[src/csa_pkg.sv]
// package of widths, select codes and carriers for the cascadable slice datapath
package csa_pkg;

	// datapath widths
	localparam int unsigned CSA_A_W = 25;
	localparam int unsigned CSA_B_W = 18;
	localparam int unsigned CSA_AB_W = 48;
	localparam int unsigned CSA_C_W = 48;
	localparam int unsigned CSA_P_W = 48;
	localparam int unsigned CSA_SUM_W = 50;
	localparam int unsigned CSA_SHIFT = 17;
	localparam int unsigned CSA_P_MSB = 47;
	localparam int unsigned CSA_OVF_BIT = 46;

	// operand-select codes named by their common jobs
	localparam logic [6:0] CSA_OPSEL_ACC_ABC = 7'h2F;
	localparam logic [6:0] CSA_OPSEL_ACC_AB = 7'h23;
	localparam logic [6:0] CSA_OPSEL_MULTIPLY_ACCUMULATE_EXT = 7'h48;
	localparam logic [6:0] CSA_OPSEL_MADD = 7'h35;

	// x multiplexer codes, operand-select bits 1:0
	localparam logic [1:0] CSA_X_ZERO = 2'h0;
	localparam logic [1:0] CSA_X_M = 2'h1;
	localparam logic [1:0] CSA_X_P = 2'h2;
	localparam logic [1:0] CSA_X_AB = 2'h3;

	// y multiplexer codes, operand-select bits 3:2
	localparam logic [1:0] CSA_Y_ZERO = 2'h0;
	localparam logic [1:0] CSA_Y_M = 2'h1;
	localparam logic [1:0] CSA_Y_ONES = 2'h2;
	localparam logic [1:0] CSA_Y_C = 2'h3;

	// z multiplexer codes, operand-select bits 6:4
	localparam logic [2:0] CSA_Z_ZERO = 3'h0;
	localparam logic [2:0] CSA_Z_PCIN = 3'h1;
	localparam logic [2:0] CSA_Z_P = 3'h2;
	localparam logic [2:0] CSA_Z_C = 3'h3;
	localparam logic [2:0] CSA_Z_P_EXT = 3'h4;
	localparam logic [2:0] CSA_Z_PCIN_SHR = 3'h5;
	localparam logic [2:0] CSA_Z_P_SHR = 3'h6;

	// arithmetic-function codes
	localparam logic [3:0] CSA_ALU_ADD = 4'h0;
	localparam logic [3:0] CSA_ALU_NSUB = 4'h1;
	localparam logic [3:0] CSA_ALU_NADD = 4'h2;
	localparam logic [3:0] CSA_ALU_SUB = 4'h3;

	// carry-in source codes
	localparam logic [2:0] CSA_CI_FABRIC = 3'h0;
	localparam logic [2:0] CSA_CI_PCIN_RND = 3'h1;
	localparam logic [2:0] CSA_CI_CASCADE = 3'h2;
	localparam logic [2:0] CSA_CI_P_RND = 3'h3;

	// reset value of the result register; the other registers reset to zero
	localparam logic [47:0] CSA_P_RST = 48'h0;

	// dynamic control word from the fabric
	typedef struct packed {
		logic [6:0] operand_select_code;
		logic [3:0] arith_function_code;
		logic [2:0] carry_in_source_select;
	} csa_ctrl_t;

	// status flags beside the result
	typedef struct packed {
		logic overflow;
		logic underflow;
		logic pattern_match;
		logic pattern_match_b;
		logic multiply_accumulate_ext_active;
	} csa_flags_t;

endpackage

[src/csa_mult.sv]
// two-stage registered signed multiplier feeding the slice adder
`timescale 1ns/1ns
module csa_mult
	import csa_pkg::*;
#(
	parameter int unsigned AW = CSA_A_W,
	parameter int unsigned BW = CSA_B_W,
	parameter int unsigned PW = CSA_P_W
) (
	input wire logic clk_i, // slice clock
	input wire logic rst_n_i, // synchronous reset, low
	input wire logic [AW-1:0] a_i, // multiplicand
	input wire logic [BW-1:0] b_i, // multiplier
	output logic [PW-1:0] m_o // sign-extended product
);

	logic [AW-1:0] a_ff;
	logic [BW-1:0] b_ff;
	logic [PW-1:0] m_ff;
	logic signed [AW+BW-1:0] prod;
	logic [PW-1:0] nxt_m;

	// full-width product sign-extended to the adder width
	assign prod = $signed(a_ff) * $signed(b_ff);
	assign nxt_m = {{(PW-AW-BW){prod[AW+BW-1]}}, prod};
	assign m_o = m_ff;

	// input register then product register
	always_ff @(posedge clk_i) begin
		if (!rst_n_i) begin
			a_ff <= '0;
			b_ff <= '0;
			m_ff <= '0;
		end else begin
			a_ff <= a_i;
			b_ff <= b_i;
			m_ff <= nxt_m; // product only spans AW+BW bits
		end
	end

endmodule

[src/csa_slice.sv]
// cascadable multiply-add slice: operand muxes, add/sub unit, cascade and flags
//
// Contract
// - code 0101111 with 0011 gives P minus (A:B plus C plus carry).
// - add/sub may flip each cycle between 0000 and 0011, no reconfiguration.
// - chained wide adder with 0000 gives C plus A:B.
// - chained wide adder with 0011 gives C minus A:B.
// - 96-bit accumulate without C: 0100011 and 0000 give P plus A:B plus carry.
// - 96-bit accumulate via C: 0101111 and 0000 give P plus A:B plus C plus carry.
// - first slice holds low 48 bits, second high; carry cascades between.
// - 43-bit product: flag overflow past bit 46, pattern-detect past bit 47.
// - code 1001000 adds own P to the lower slice product sign cascade; with OPSEL_REG=1 it adds only the carry to P.
// - extension mode is entered only right after reset.
// - 25x18 complex multiply uses four alike slices, only adder differs.
// - final stage subtracts for real, adds for imaginary.
// - 35-bit operand split 34:17 and 16:0; lower product shifted right 17.
// - complex accumulate runs N-1 cycles; operand select changes on the last.
// - cross terms combine only after the requested accumulate cycles.
`timescale 1ns/1ns
module csa_slice
	import csa_pkg::*;
#(
	parameter int unsigned OPSEL_REG = 1, // operand_select_pipe_cfg
	parameter int unsigned CISEL_REG = 1, // carry_select_pipe_cfg
	parameter int unsigned AB_PIPE = 1 // 1 or 2 register stages on A:B
) (
	input wire logic clk_i, // slice clock
	input wire logic rst_n_i, // synchronous reset, low
	input wire logic [CSA_A_W-1:0] a_i, // A operand
	input wire logic [CSA_B_W-1:0] b_i, // B operand
	input wire logic [CSA_C_W-1:0] c_i, // C operand
	input wire logic carry_in_i, // fabric carry input
	input wire csa_ctrl_t ctrl_i, // dynamic select codes
	input wire logic [CSA_P_W-1:0] pcin_i, // cascaded result from lower slice
	input wire logic carry_cascade_in_i, // cascaded carry from lower slice
	input wire logic product_sign_cascade_i, // product sign from lower slice
	input wire logic [CSA_P_W-1:0] pattern_i, // pattern detector value
	input wire logic [CSA_P_W-1:0] mask_i, // pattern detector mask, 1 ignores
	output logic [CSA_P_W-1:0] p_o, // accumulated result, also cascade out
	output logic cascaded_carry_out_o, // carry or borrow to upper slice
	output logic product_sign_cascade_o, // sign of product term added
	output csa_flags_t flags_o // overflow, underflow and match flags
);

	// multiply_accumulate extension arming state
	typedef enum logic [1:0] {
		CSA_EXT_ARMED = 2'b00,
		CSA_EXT_ON = 2'b01,
		CSA_EXT_LOCKED = 2'b10
	} csa_ext_st_t;

	csa_ext_st_t ext_st_ff;
	csa_ext_st_t nxt_ext_st;

	// registers
	logic [CSA_P_W-1:0] p_ff;
	logic [CSA_P_W-1:0] nxt_p;
	logic cco_ff;
	logic nxt_cco;
	logic psc_ff;
	logic nxt_psc;
	csa_flags_t flags_ff;
	csa_flags_t nxt_flags;
	logic [6:0] opsel_ff;
	logic [3:0] alu_ff;
	logic [2:0] cisel_ff;
	logic carry_in_ff;
	logic [CSA_AB_W-1:0] ab_q1_ff;
	logic [CSA_AB_W-1:0] ab_q2_ff;
	logic [CSA_C_W-1:0] c_ff;

	// effective controls and operands
	logic [6:0] opsel;
	logic [3:0] alu;
	logic [2:0] cisel;
	logic cin_fabric;
	logic [CSA_AB_W-1:0] ab_cat;
	logic [CSA_AB_W-1:0] ab_op;
	logic [CSA_P_W-1:0] m_op;
	logic [1:0] x_code;
	logic [1:0] y_code;
	logic [2:0] z_code;
	logic ext_sel;
	logic ext_ok;
	logic [CSA_P_W-1:0] x_val;
	logic [CSA_P_W-1:0] y_val;
	logic [CSA_P_W-1:0] z_val;
	logic cin;
	logic m_used;

	// adder
	logic [CSA_SUM_W-1:0] w_sum;
	logic [CSA_SUM_W-1:0] z_ext;
	logic [CSA_SUM_W-1:0] r_add;
	logic [CSA_SUM_W-1:0] r_sub;
	logic [CSA_SUM_W-1:0] r_nsub;
	logic [CSA_SUM_W-1:0] result;
	logic carry_res;

	// pattern detection and overflow
	logic [CSA_P_W-1:0] pd_diff;
	logic [CSA_P_W-1:0] pd_diff_b;
	logic p_in_range;

	// product from the two-stage multiplier
	csa_mult #(
		.AW(CSA_A_W),
		.BW(CSA_B_W),
		.PW(CSA_P_W)
	) u_mult (
		.clk_i(clk_i),
		.rst_n_i(rst_n_i),
		.a_i(a_i),
		.b_i(b_i),
		.m_o(m_op)
	);

	// pipelined or direct select codes, chosen per configuration
	assign opsel = (OPSEL_REG != 0) ? opsel_ff : ctrl_i.operand_select_code;
	assign alu = (OPSEL_REG != 0) ? alu_ff : ctrl_i.arith_function_code;
	assign cisel = (CISEL_REG != 0) ? cisel_ff : ctrl_i.carry_in_source_select;
	assign cin_fabric = (CISEL_REG != 0) ? carry_in_ff : carry_in_i;

	// concatenated A:B, one or two register stages for cascade alignment
	assign ab_cat = {{(CSA_AB_W-CSA_A_W-CSA_B_W){1'b0}}, a_i, b_i}; // 43 bits zero-extended
	assign ab_op = (AB_PIPE > 1) ? ab_q2_ff : ab_q1_ff;

	// field decode of the operand-select code
	assign x_code = opsel[1:0];
	assign y_code = opsel[3:2];
	assign z_code = opsel[6:4];
	assign ext_sel = (opsel == CSA_OPSEL_MULTIPLY_ACCUMULATE_EXT);
	assign ext_ok = ext_sel && (ext_st_ff != CSA_EXT_LOCKED);
	assign m_used = (x_code == CSA_X_M);

	// x operand
	always_comb begin
		case (x_code)
			CSA_X_ZERO: x_val = '0;
			CSA_X_M: x_val = m_op;
			CSA_X_P: x_val = p_ff;
			CSA_X_AB: x_val = ab_op;
			default: x_val = '0;
		endcase
	end

	// y operand; the extension mode puts the lower product sign here
	always_comb begin
		case (y_code)
			CSA_Y_ZERO: y_val = '0;
			CSA_Y_M: y_val = '0; // product already on x
			CSA_Y_ONES: begin
				if (ext_sel) begin
					y_val = ext_ok ? {CSA_P_W{product_sign_cascade_i}} : '0;
				end else begin
					y_val = '1;
				end
			end
			CSA_Y_C: y_val = c_ff;
			default: y_val = '0;
		endcase
	end

	// z operand, including the shifted cascade for partial products
	always_comb begin
		case (z_code)
			CSA_Z_ZERO: z_val = '0;
			CSA_Z_PCIN: z_val = pcin_i;
			CSA_Z_P: z_val = p_ff;
			CSA_Z_C: z_val = c_ff;
			CSA_Z_P_EXT: z_val = p_ff;
			CSA_Z_PCIN_SHR: begin
				z_val = {{CSA_SHIFT{pcin_i[CSA_P_MSB]}}, pcin_i[CSA_P_MSB:CSA_SHIFT]};
			end
			CSA_Z_P_SHR: begin
				z_val = {{CSA_SHIFT{p_ff[CSA_P_MSB]}}, p_ff[CSA_P_MSB:CSA_SHIFT]};
			end
			default: z_val = '0;
		endcase
	end

	// carry-in source
	always_comb begin
		case (cisel)
			CSA_CI_FABRIC: cin = cin_fabric;
			CSA_CI_PCIN_RND: cin = ~pcin_i[CSA_P_MSB];
			CSA_CI_CASCADE: cin = carry_cascade_in_i;
			CSA_CI_P_RND: cin = ~p_ff[CSA_P_MSB];
			default: cin = 1'b0;
		endcase
	end

	// unsigned sum of x, y and carry; z added or subtracted around it
	assign w_sum = {2'b00, x_val} + {2'b00, y_val} + {{(CSA_SUM_W-1){1'b0}}, cin};
	assign z_ext = {2'b00, z_val};
	assign r_add = z_ext + w_sum;
	assign r_sub = z_ext - w_sum;
	assign r_nsub = w_sum - z_ext - {{(CSA_SUM_W-1){1'b0}}, 1'b1};

	// arithmetic function select; changes take effect on the next edge
	always_comb begin
		case (alu)
			CSA_ALU_ADD: begin
				result = r_add;
				carry_res = r_add[CSA_P_W]; // only one carry: no 3-input extension
			end
			CSA_ALU_SUB: begin
				result = r_sub;
				carry_res = r_sub[CSA_SUM_W-1]; // borrow feeds upper subtract
			end
			CSA_ALU_NSUB: begin
				result = r_nsub;
				carry_res = r_nsub[CSA_SUM_W-1];
			end
			CSA_ALU_NADD: begin
				result = ~r_add;
				carry_res = r_add[CSA_P_W];
			end
			default: begin
				result = r_add;
				carry_res = r_add[CSA_P_W];
			end
		endcase
	end

	// next result, cascade carry and product sign
	assign nxt_p = result[CSA_P_W-1:0]; // low 48 bits held here
	assign nxt_cco = carry_res;
	assign nxt_psc = m_used & m_op[CSA_P_MSB];

	// pattern detector over the next result and its complement
	assign pd_diff = (nxt_p ^ pattern_i) & ~mask_i;
	assign pd_diff_b = (~nxt_p ^ pattern_i) & ~mask_i;

	// overflow past bit 46 seen when the top two bits split from in-range
	assign p_in_range = (p_ff[CSA_P_MSB] == p_ff[CSA_OVF_BIT]);
	assign nxt_flags.overflow = p_in_range && !nxt_p[CSA_P_MSB] && nxt_p[CSA_OVF_BIT];
	assign nxt_flags.underflow = p_in_range && nxt_p[CSA_P_MSB] && !nxt_p[CSA_OVF_BIT];
	assign nxt_flags.pattern_match = (pd_diff == '0);
	assign nxt_flags.pattern_match_b = (pd_diff_b == '0);
	assign nxt_flags.multiply_accumulate_ext_active = ext_ok;

	// extension arming: only the first select after reset may enter it
	always_comb begin
		case (ext_st_ff)
			CSA_EXT_ARMED: begin
				nxt_ext_st = ext_sel ? CSA_EXT_ON : CSA_EXT_LOCKED;
			end
			CSA_EXT_ON: begin
				nxt_ext_st = ext_sel ? CSA_EXT_ON : CSA_EXT_LOCKED;
			end
			CSA_EXT_LOCKED: nxt_ext_st = CSA_EXT_LOCKED;
			default: nxt_ext_st = CSA_EXT_LOCKED;
		endcase
	end

	// outputs straight from registers
	assign p_o = p_ff;
	assign cascaded_carry_out_o = cco_ff;
	assign product_sign_cascade_o = psc_ff;
	assign flags_o = flags_ff;

	// select-code and carry pipeline registers
	always_ff @(posedge clk_i) begin
		if (!rst_n_i) begin
			opsel_ff <= 7'h00;
			alu_ff <= 4'h0;
			cisel_ff <= 3'h0;
			carry_in_ff <= 1'b0;
		end else begin
			opsel_ff <= ctrl_i.operand_select_code;
			alu_ff <= ctrl_i.arith_function_code;
			cisel_ff <= ctrl_i.carry_in_source_select;
			carry_in_ff <= carry_in_i;
		end
	end

	// operand registers: C once, A:B once or twice
	always_ff @(posedge clk_i) begin
		if (!rst_n_i) begin
			ab_q1_ff <= '0;
			ab_q2_ff <= '0;
			c_ff <= '0;
		end else begin
			ab_q1_ff <= ab_cat;
			ab_q2_ff <= ab_q1_ff;
			c_ff <= c_i;
		end
	end

	// result, cascade and flag registers
	always_ff @(posedge clk_i) begin
		if (!rst_n_i) begin
			p_ff <= CSA_P_RST;
			cco_ff <= 1'b0;
			psc_ff <= 1'b0;
			flags_ff <= '0;
			ext_st_ff <= CSA_EXT_ARMED;
		end else begin
			p_ff <= nxt_p;
			cco_ff <= nxt_cco;
			psc_ff <= nxt_psc; // aligned with cco for extension
			flags_ff <= nxt_flags;
			ext_st_ff <= nxt_ext_st;
		end
	end

endmodule

[config.mk]
export PLATFORM = sky130hd
export DESIGN_NAME = csa_slice
export DESIGN_NICKNAME = d
export VERILOG_FILES = /design/src/csa_pkg.sv /design/src/csa_mult.sv /design/src/csa_slice.sv
export SDC_FILE = /design/constraint.sdc
export NUM_CORES = 2
export LEC_CHECK = 0
export BUFFER_PORTS_ARGS = -buffer_cell sky130_fd_sc_hd__buf_2
export CAP_MARGIN = 20
export CORE_MARGIN = 8
export CORE_UTILIZATION = 37
export DETAILED_ROUTE_END_ITERATION = 10
export SLEW_MARGIN = 40
export SYNTH_ARGS = -nofsm -noshare
export SYNTH_HDL_FRONTEND = slang
export SYNTH_SLANG_ARGS = --single-unit
[constraint.sdc]
create_clock -name clk_i -period 17.5 [get_ports clk_i]
set_input_delay 3.5 -clock clk_i [delete_from_list [all_inputs] [get_ports clk_i]]
set_output_delay 3.5 -clock clk_i [all_outputs]
set_load 0.02 [all_outputs]
Yosys cells after proc, flatten, opt, wreduce, memory -nomap -nowiden

Cells that the tools add are included.

Add/sub/neg operators: 6
Multiply operators: 1
Divide/modulo/power cells: 0
Magnitude comparators: 0
Equality and inequality tests: 22
Shift operators: 0
Mux-type cells: 10
Bitwise operators: 10
Reductions and logical operators: 17

Operators with widths:

| operator                                                              | number |
|---|---|
| 48-bit case mux with 3 select lines                                   | 2 |
| 48-bit case mux with 5 select lines                                   | 1 |
| 48-bit case mux with 4 select lines                                   | 1 |
| 48-bit inverter                                                       | 3 |
| 48-bit bitwise AND                                                    | 2 |
| 48-bit logical NOT                                                    | 2 |
| 48-bit 2-to-1 mux                                                     | 2 |
| 48-bit bitwise XOR                                                    | 2 |
| 49-bit by 1-bit adder with 50-bit output                              | 1 |
| 48-bit by 50-bit subtractor with 50-bit output                        | 1 |
| 50-bit by 1-bit subtractor with 50-bit output, second input constant  | 1 |
| 50-bit by 48-bit subtractor with 50-bit output                        | 1 |
| 48-bit by 48-bit adder with 49-bit output                             | 1 |
| 48-bit by 49-bit adder with 49-bit output                             | 1 |
| 25-bit by 18-bit multiplier with 43-bit output                        | 1 |
| 3-bit by 2-bit equality test with 1-bit output, second input constant | 4 |
| 3-bit equality test, second input constant                            | 3 |
| 2-bit equality test, second input constant                            | 4 |
| 4-bit by 2-bit equality test with 1-bit output, second input constant | 2 |
| 7-bit equality test, second input constant                            | 1 |
| 2-bit by 1-bit equality test with 1-bit output, second input constant | 3 |
| 3-bit by 1-bit equality test with 1-bit output, second input constant | 2 |
| 2-bit logical NOT                                                     | 3 |
| 2-bit OR reduction                                                    | 3 |
| 12 further kinds                                                      | 19 |

Flip-flop bits (word level): 254
Latch bits: 0
RAM bits: 0
Bits in read-only memories: 0
Bits of input ports: 254
Output and inout bits: 55
Logic and storage cells: 86
Memories: 0

Longest topological paths before layout

Depth after elaboration: 14
Depth in mapped cells: 41
Mapped depth without buffers: 39

By module

From an unflattened synthesis, not the netlist that was laid out.

Cells, all modules: 5,329
Area total of the unflattened synthesis: 42,117.9 um^2

Modules (own cells, without submodules):

| module    | times used | cells each | area an instance (um^2) | seq. area each (um^2) |
|---|---|---|---|---|
| csa_slice | 1          | 3,302      | 23,717.7                | 3,263.1 |
| csa_mult  | 1          | 2,027      | 18,400.1                | 1,721.7 |

Worst setup path after synthesis

Ideal clock, no wire load.

Path type: input-to-reg
From: in pcin_i[47]
To: reg flags_ff, in the netlist flags_o[2]
Setup time: 0.103 ns
Data arrival time: 11.004 ns
Required time: 17.397 ns
Path slack: 6.393 ns
Stages on the path: 34
Path buffers: 1
Path through: inv_1 mux4_2 nor2b_1 fa_1 a21o_1 a21oi_1 o21ai_0 o2111ai_1 o21ai_0 a211oi_1 o21a_1 o211ai_1 a21oi_1 nor2b_1 o21ai_0 nand2_1 a21o_1 a21o_1 xnor2_1 ha_1 clkbuf_1 nor4_1 a21oi_1 and3_1 nor2b_1 nor4_1 mux2i_1 nand2_1 mux2i_1 a211o_1 or4_1 or4_1 a2111o_1 a2111oi_2

Cells in the longest elaborated chain, start to end: 9
Elaborated cells between the ends (all ways): 13
Those cells by class: add/sub: 5; mux: 3; bitwise: 4; reduce/logical: 1

Ends and longest elaborated chain:

| element                                                                                                            | line                               | RTL |
|---|---|---|
| from (decl)                                                                                                        | csa_slice.sv:34                    | `input wire logic [CSA_P_W-1:0] pcin_i,` |
| 1-bit inverter                                                                                                     | csa_slice.sv:186                   | `CSA_CI_PCIN_RND: cin = ~pcin_i[CSA_P_MSB];` |
| 1-bit case mux with 4 select lines                                                                                 | csa_slice.sv:184                   | `case (cisel)` |
| 49-bit by 1-bit adder with 50-bit output                                                                           | csa_slice.sv:194                   | `assign w_sum = {2'b00, x_val} + {2'b00, y_val} + {{(CSA_SUM_W-1){1'b0}}, cin};` |
| 50-bit by 48-bit subtractor with 50-bit output / 48-bit by 49-bit adder with 49-bit output (equally long branches) | csa_slice.sv:198, csa_slice.sv:196 |  |
| 50-bit by 1-bit subtractor with 50-bit output / 48-bit inverter (equally long branches)                            | csa_slice.sv:198, csa_slice.sv:216 |  |
| 48-bit case mux with 3 select lines (*)                                                                            | csa_slice.sv:202                   | `case (alu)` |
| 48-bit bitwise XOR (*)                                                                                             | csa_slice.sv:232                   | `assign pd_diff = (nxt_p ^ pattern_i) & ~mask_i;` |
| 48-bit bitwise AND (*)                                                                                             | csa_slice.sv:232                   |  |
| 48-bit logical NOT (*)                                                                                             | csa_slice.sv:239                   | `assign nxt_flags.pattern_match = (pd_diff == '0);` |
| to (signal assigned)                                                                                               | csa_slice.sv:303                   | `flags_ff <= nxt_flags;` |
| to (decl)                                                                                                          | csa_slice.sv:62                    | `csa_flags_t flags_ff;` |

Every way passes the cells marked *; elsewhere a longest branch is shown, timed or not.
A chain may end at the register's enable or synchronous reset.

Final worst setup path

From: in pcin_i[47]
To: reg flags_ff, in the netlist flags_o[1]

Cells in the longest elaborated chain, start to end: 10
Elaborated cells between the ends (all ways): 14
Those cells by class: add/sub: 5; mux: 3; bitwise: 5; reduce/logical: 1

Ends and longest elaborated chain:

| element                                                                                                            | line                               | RTL |
|---|---|---|
| 1-bit inverter                                                                                                     | csa_slice.sv:186                   |  |
| 1-bit case mux with 4 select lines                                                                                 | csa_slice.sv:184                   |  |
| 49-bit by 1-bit adder with 50-bit output                                                                           | csa_slice.sv:194                   |  |
| 50-bit by 48-bit subtractor with 50-bit output / 48-bit by 49-bit adder with 49-bit output (equally long branches) | csa_slice.sv:198, csa_slice.sv:196 |  |
| 50-bit by 1-bit subtractor with 50-bit output / 48-bit inverter (equally long branches)                            | csa_slice.sv:198, csa_slice.sv:216 |  |
| 48-bit case mux with 3 select lines (*)                                                                            | csa_slice.sv:202                   |  |
| 48-bit inverter (*)                                                                                                | csa_slice.sv:233                   | `assign pd_diff_b = (~nxt_p ^ pattern_i) & ~mask_i;` |
| 48-bit bitwise XOR (*)                                                                                             | csa_slice.sv:233                   |  |
| 48-bit bitwise AND (*)                                                                                             | csa_slice.sv:233                   |  |
| 48-bit logical NOT (*)                                                                                             | csa_slice.sv:240                   | `assign nxt_flags.pattern_match_b = (pd_diff_b == '0);` |

Marks and branches as above.

==> out/results.tsv <==
stage	metric	value	unit
timing	Slew Limit Headroom	0.343	
floorplanning	Top Ports	309	
synth	fraction of registers with async set/reset	0	
cells_and_area	share of cells above drive strength 1	0.119	
global_routing	largest net degree at the start of global routing	73	
timing	share of the cycle needed by the critical path after routing	0.752	
synth	Synth Area in Compound Gates	0.209	
setup_path	CP Capture Type	flop	
global_routing	global-route wire length before repair	248000	µm
global_routing	GRT overflow	0	
timing	setup_tns	0	ns
global_routing	initial antenna violation count	17	
floorplanning	chip height	341	µm
clock_network	H-tree depth	1	
clock_network	hold buffer count at cts	0	
synth	post-synthesis xor/xnor area fraction	0.0459	
clock_network	CTS tree	built	
floorplanning	std cell rows	119	
setup_path	Worst R2R End	flags_o[1]	
synth	Area contributors post-synth	fa_1 23%, dfxtp_1 11%, ha_1 9.6%, inv_1 5.8%, nand2_1 5.1%	
status	status	finished, final reports clean	
placement	HPWL after DPL	134000	µm
synth	Post-synth top cells	608 x inv_1, 534 x nand2_1, 446 x fa_1, 314 x a21oi_1, 301 x nor2_1	
cells_and_area	Fillers	10900	
synth	Post-synth EDFFs	0	
clock_network	post_cts resized	0	
detailed_routing	first drt pass iteration count	6	
synth	Seq/Total Area, Yosys	0.106	
timing	final hold violations	0	
clock_network	clock buffer depth	3	
floorplanning	Starting Density	0.372	
cells_and_area	area of the multi-input gates	31600	µm²
detailed_routing	Initial DRC Count	4108	
floorplanning	Die Area	116000	µm²
global_routing	vias in the first global route	37900	
detailed_routing	DRC violations left	0	
synth	Yosys reg bits	206	
worst_hold_path	Worst Hold End	ext_st_ff[0]	
synth	synth warn	0	
synth	main combinational cell family by area after synthesis	adder cells	
detailed_routing	final antenna-violating net count	0	
clock_network	later-pin clock latency in the skew report	0.65	ns
clock_network	clk slew on worst S/H paths	0.06	ns
synth	multiplexer area fraction after synthesis	0.0308	
cells_and_area	synth-to-layout area growth	10.1	%
placement	placed cells	6409	
synth	Mapped Area	39000	µm²
synth	post-synth cell types	105	
setup_path	Crit Path Category	in -> reg	
timing	Period minus WS final	13.16	ns
power_and_ir_drop	clock network fraction of total power	0.135	
timing	max-slew violation count	0	
timing	endpoints failing setup	0	
placement	routability cong.	1.01	
cells_and_area	final layout net count	6049	
synth	simple-gate share of the synthesized area	0.197	
placement	Port Buffers	308	
worst_hold_path	hold path cells	1	
synth	top-count cell post-synth	inv_1	
floorplanning	core box area	105000	µm²
timing	Setup WS post-layout	4.34	ns
synth	area leader, netlist	fa_1	
detailed_routing	DR vias/cell	5.81	
setup_path	worst path required time	18.08	ns
power_and_ir_drop	Power Total	0.00467	W
setup_path	CP Launch Type	primary input	
worst_hold_path	hold_sp	ext_st_ff[1]	
cells_and_area	FF+latch area	4130	µm²
timing	RSZ-0062 raised after global routing	false	
timing	Worst Tran Pin Value	0.981	ns
timing	Achievable Freq	76.0	MHz
clock_network	CTS buffer count	30	
detailed_routing	WL/cell	25.7	µm
setup_path	R2R setup slack	6.01	ns
detailed_routing	drt total wl	166000	µm
power_and_ir_drop	Power Density	109	nW/µm²
power_and_ir_drop	leakage dissipation	19.7	nW
setup_path	FF-to-FF path depth	38	
clock_network	Setup Buffers After CTS	0	
job	Max-Cap Viols	0	
worst_hold_path	Hold Crit Class	reg -> reg	
synth	share of the synthesized area in the top cell type	0.229	
global_routing	GRT Total Usage	0.278	
detailed_routing	via count	37600	
setup_path	CP max FO	23	
synth	Primary FF master, synth	dfxtp_1	
power_and_ir_drop	combinational share of power	0.714	
timing	final clock skew	0.0543	ns
cells_and_area	Post-Layout Cell Count	6470	
clock_network	Sink Count	206	
power_and_ir_drop	net switching power	0.00260	W
placement	DP Worst Slack	4.10	ns
synth	Post-Syn Instances	4902	
floorplanning	chip width	341	µm
setup_path	crit path DAT	13.73	ns
synth	syn nets	5901	
synth	Synth Area in Adders	0.325	
power_and_ir_drop	Sequential Power Share	0.151	
setup_path	CP max-delay cell	a2111oi_0	
power_and_ir_drop	Switching Share	0.557	
setup_path	max incr delay on CP	0.75	ns
setup_path	r2r startpoint	opsel[6]	
power_and_ir_drop	Internal Power	0.00207	W
synth	Avg Cell Area, Syn	7.96	µm²
power_and_ir_drop	peak supply drop	95.5	µV
clock_network	Root Buffer	clkbuf_16	
## critical path: cells and delay by family
kind	cells	cell delay (ns)
xor gates and xnor gates	1	0.23
AOI/OAI and AO/OA	17	4.19
adders and majority gates	3	1.38
buffers and inverters	3	0.24
muxes	3	0.79
and+or+nand+nor	10	3.37
## cell type report
type,count,area share
clock buffers,32,0.0181
diodes,5,0.000291
clock inverters,24,0.00518
repair buffers,388,0.0499
flip-flops and latches,206,0.0960
inverters,620,0.0541
multi-input cells,3804,0.736
well taps,1391,0.0405
## metal layers
| metal | share of wire | vias to the layer above | track usage |
|---|---|---|---|
| met1 | 0.43 | 18600 | 0.382 |
| met3 | 0.10 | 330 | 0.0694 |
| met5 | 0.00041 | - | 0 |
| li1 | - | 16800 | - |
| met4 | 0.039 | 10 | 0.0886 |
| met2 | 0.43 | 1842 | 0.427 |
## per-stage QoR
stage	utilization	hold slack, ns	instance area, µm²
finish	0.409	0.437	43000
global route	0.409	0.472	43000
CTS	0.409	0.440	42900
detailed placement	0.400	0.431	41900
global placement	0.399	0.418	41900
floorplan	-	0.413	39000
## registers in the layout, summed over array words and instances (netlist names)
name                    flops
product_sign_cascade_o      1
alu                         4
c_ff                       48
flags_o                     5
opsel                       7
cascaded_carry_out_o        1
p_o                        48
u_mult.b_ff                17
u_mult.m_o                 43
ab_op                      26
carry_in_ff                 1
ext_st_ff                   2
cisel                       3
## power by group through the flow
stage               Combinational (W)  Clock, W  Sequential [W]
finish                        0.00333  0.000633        0.000706
CTS                           0.00327  0.000644        0.000694
floorplan                     0.00223         0        0.000658
global placement              0.00324         0        0.000705
global route                  0.00362  0.000660        0.000703
detailed placement            0.00325         0        0.000702
## worst max-delay path by stage
stage            endpoint  slack (ns)  cells past startpoint       start
6_report       flags_o[1]        4.34                     37  pcin_i[47]
5_1_grt        flags_o[1]        3.99                     37  pcin_i[47]
4_1_cts        flags_o[2]        4.71                     36  pcin_i[47]
3_5_place_dp   flags_o[2]        4.10                     36  pcin_i[47]
3_3_place_gp   flags_o[1]        4.17                     37  pcin_i[47]
2_1_floorplan  flags_o[2]        6.39                     34  pcin_i[47]
## layout by cell type (no fill, tap or decap), types with 36 or more instances in the layout
cell type / instances
a22oi_1: 63
o21ai_0: 140
nor3_1: 78
o31ai_1: 36
fa_1: 446
buf_2: 307
mux2_2: 70
o21bai_1: 49
inv_1: 607
buf_4: 81
ha_1: 298
nand2_1: 534
and2_1: 278
nor2b_1: 54
a21oi_1: 312
nor2_1: 297
dfxtp_1: 203
a22o_1: 63
nand2b_1: 59
o211ai_1: 37
a21o_1: 149
nand3_1: 69
xnor2_1: 148
xor2_1: 49
mux2i_1: 38
## cells by family (layout without fill, tap and decap cells)
kind of cell / Yosys count / in the layout
compound gates: 1181 / 1181
xor+xnor: 200 / 200
fa+ha+maj: 745 / 745
buf+inv: 892 / 1064
flops: 206 / 206
mux: 110 / 110
other cells: 0 / 5
simple gates: 1568 / 1568
(Power assumes the default switching activity.)
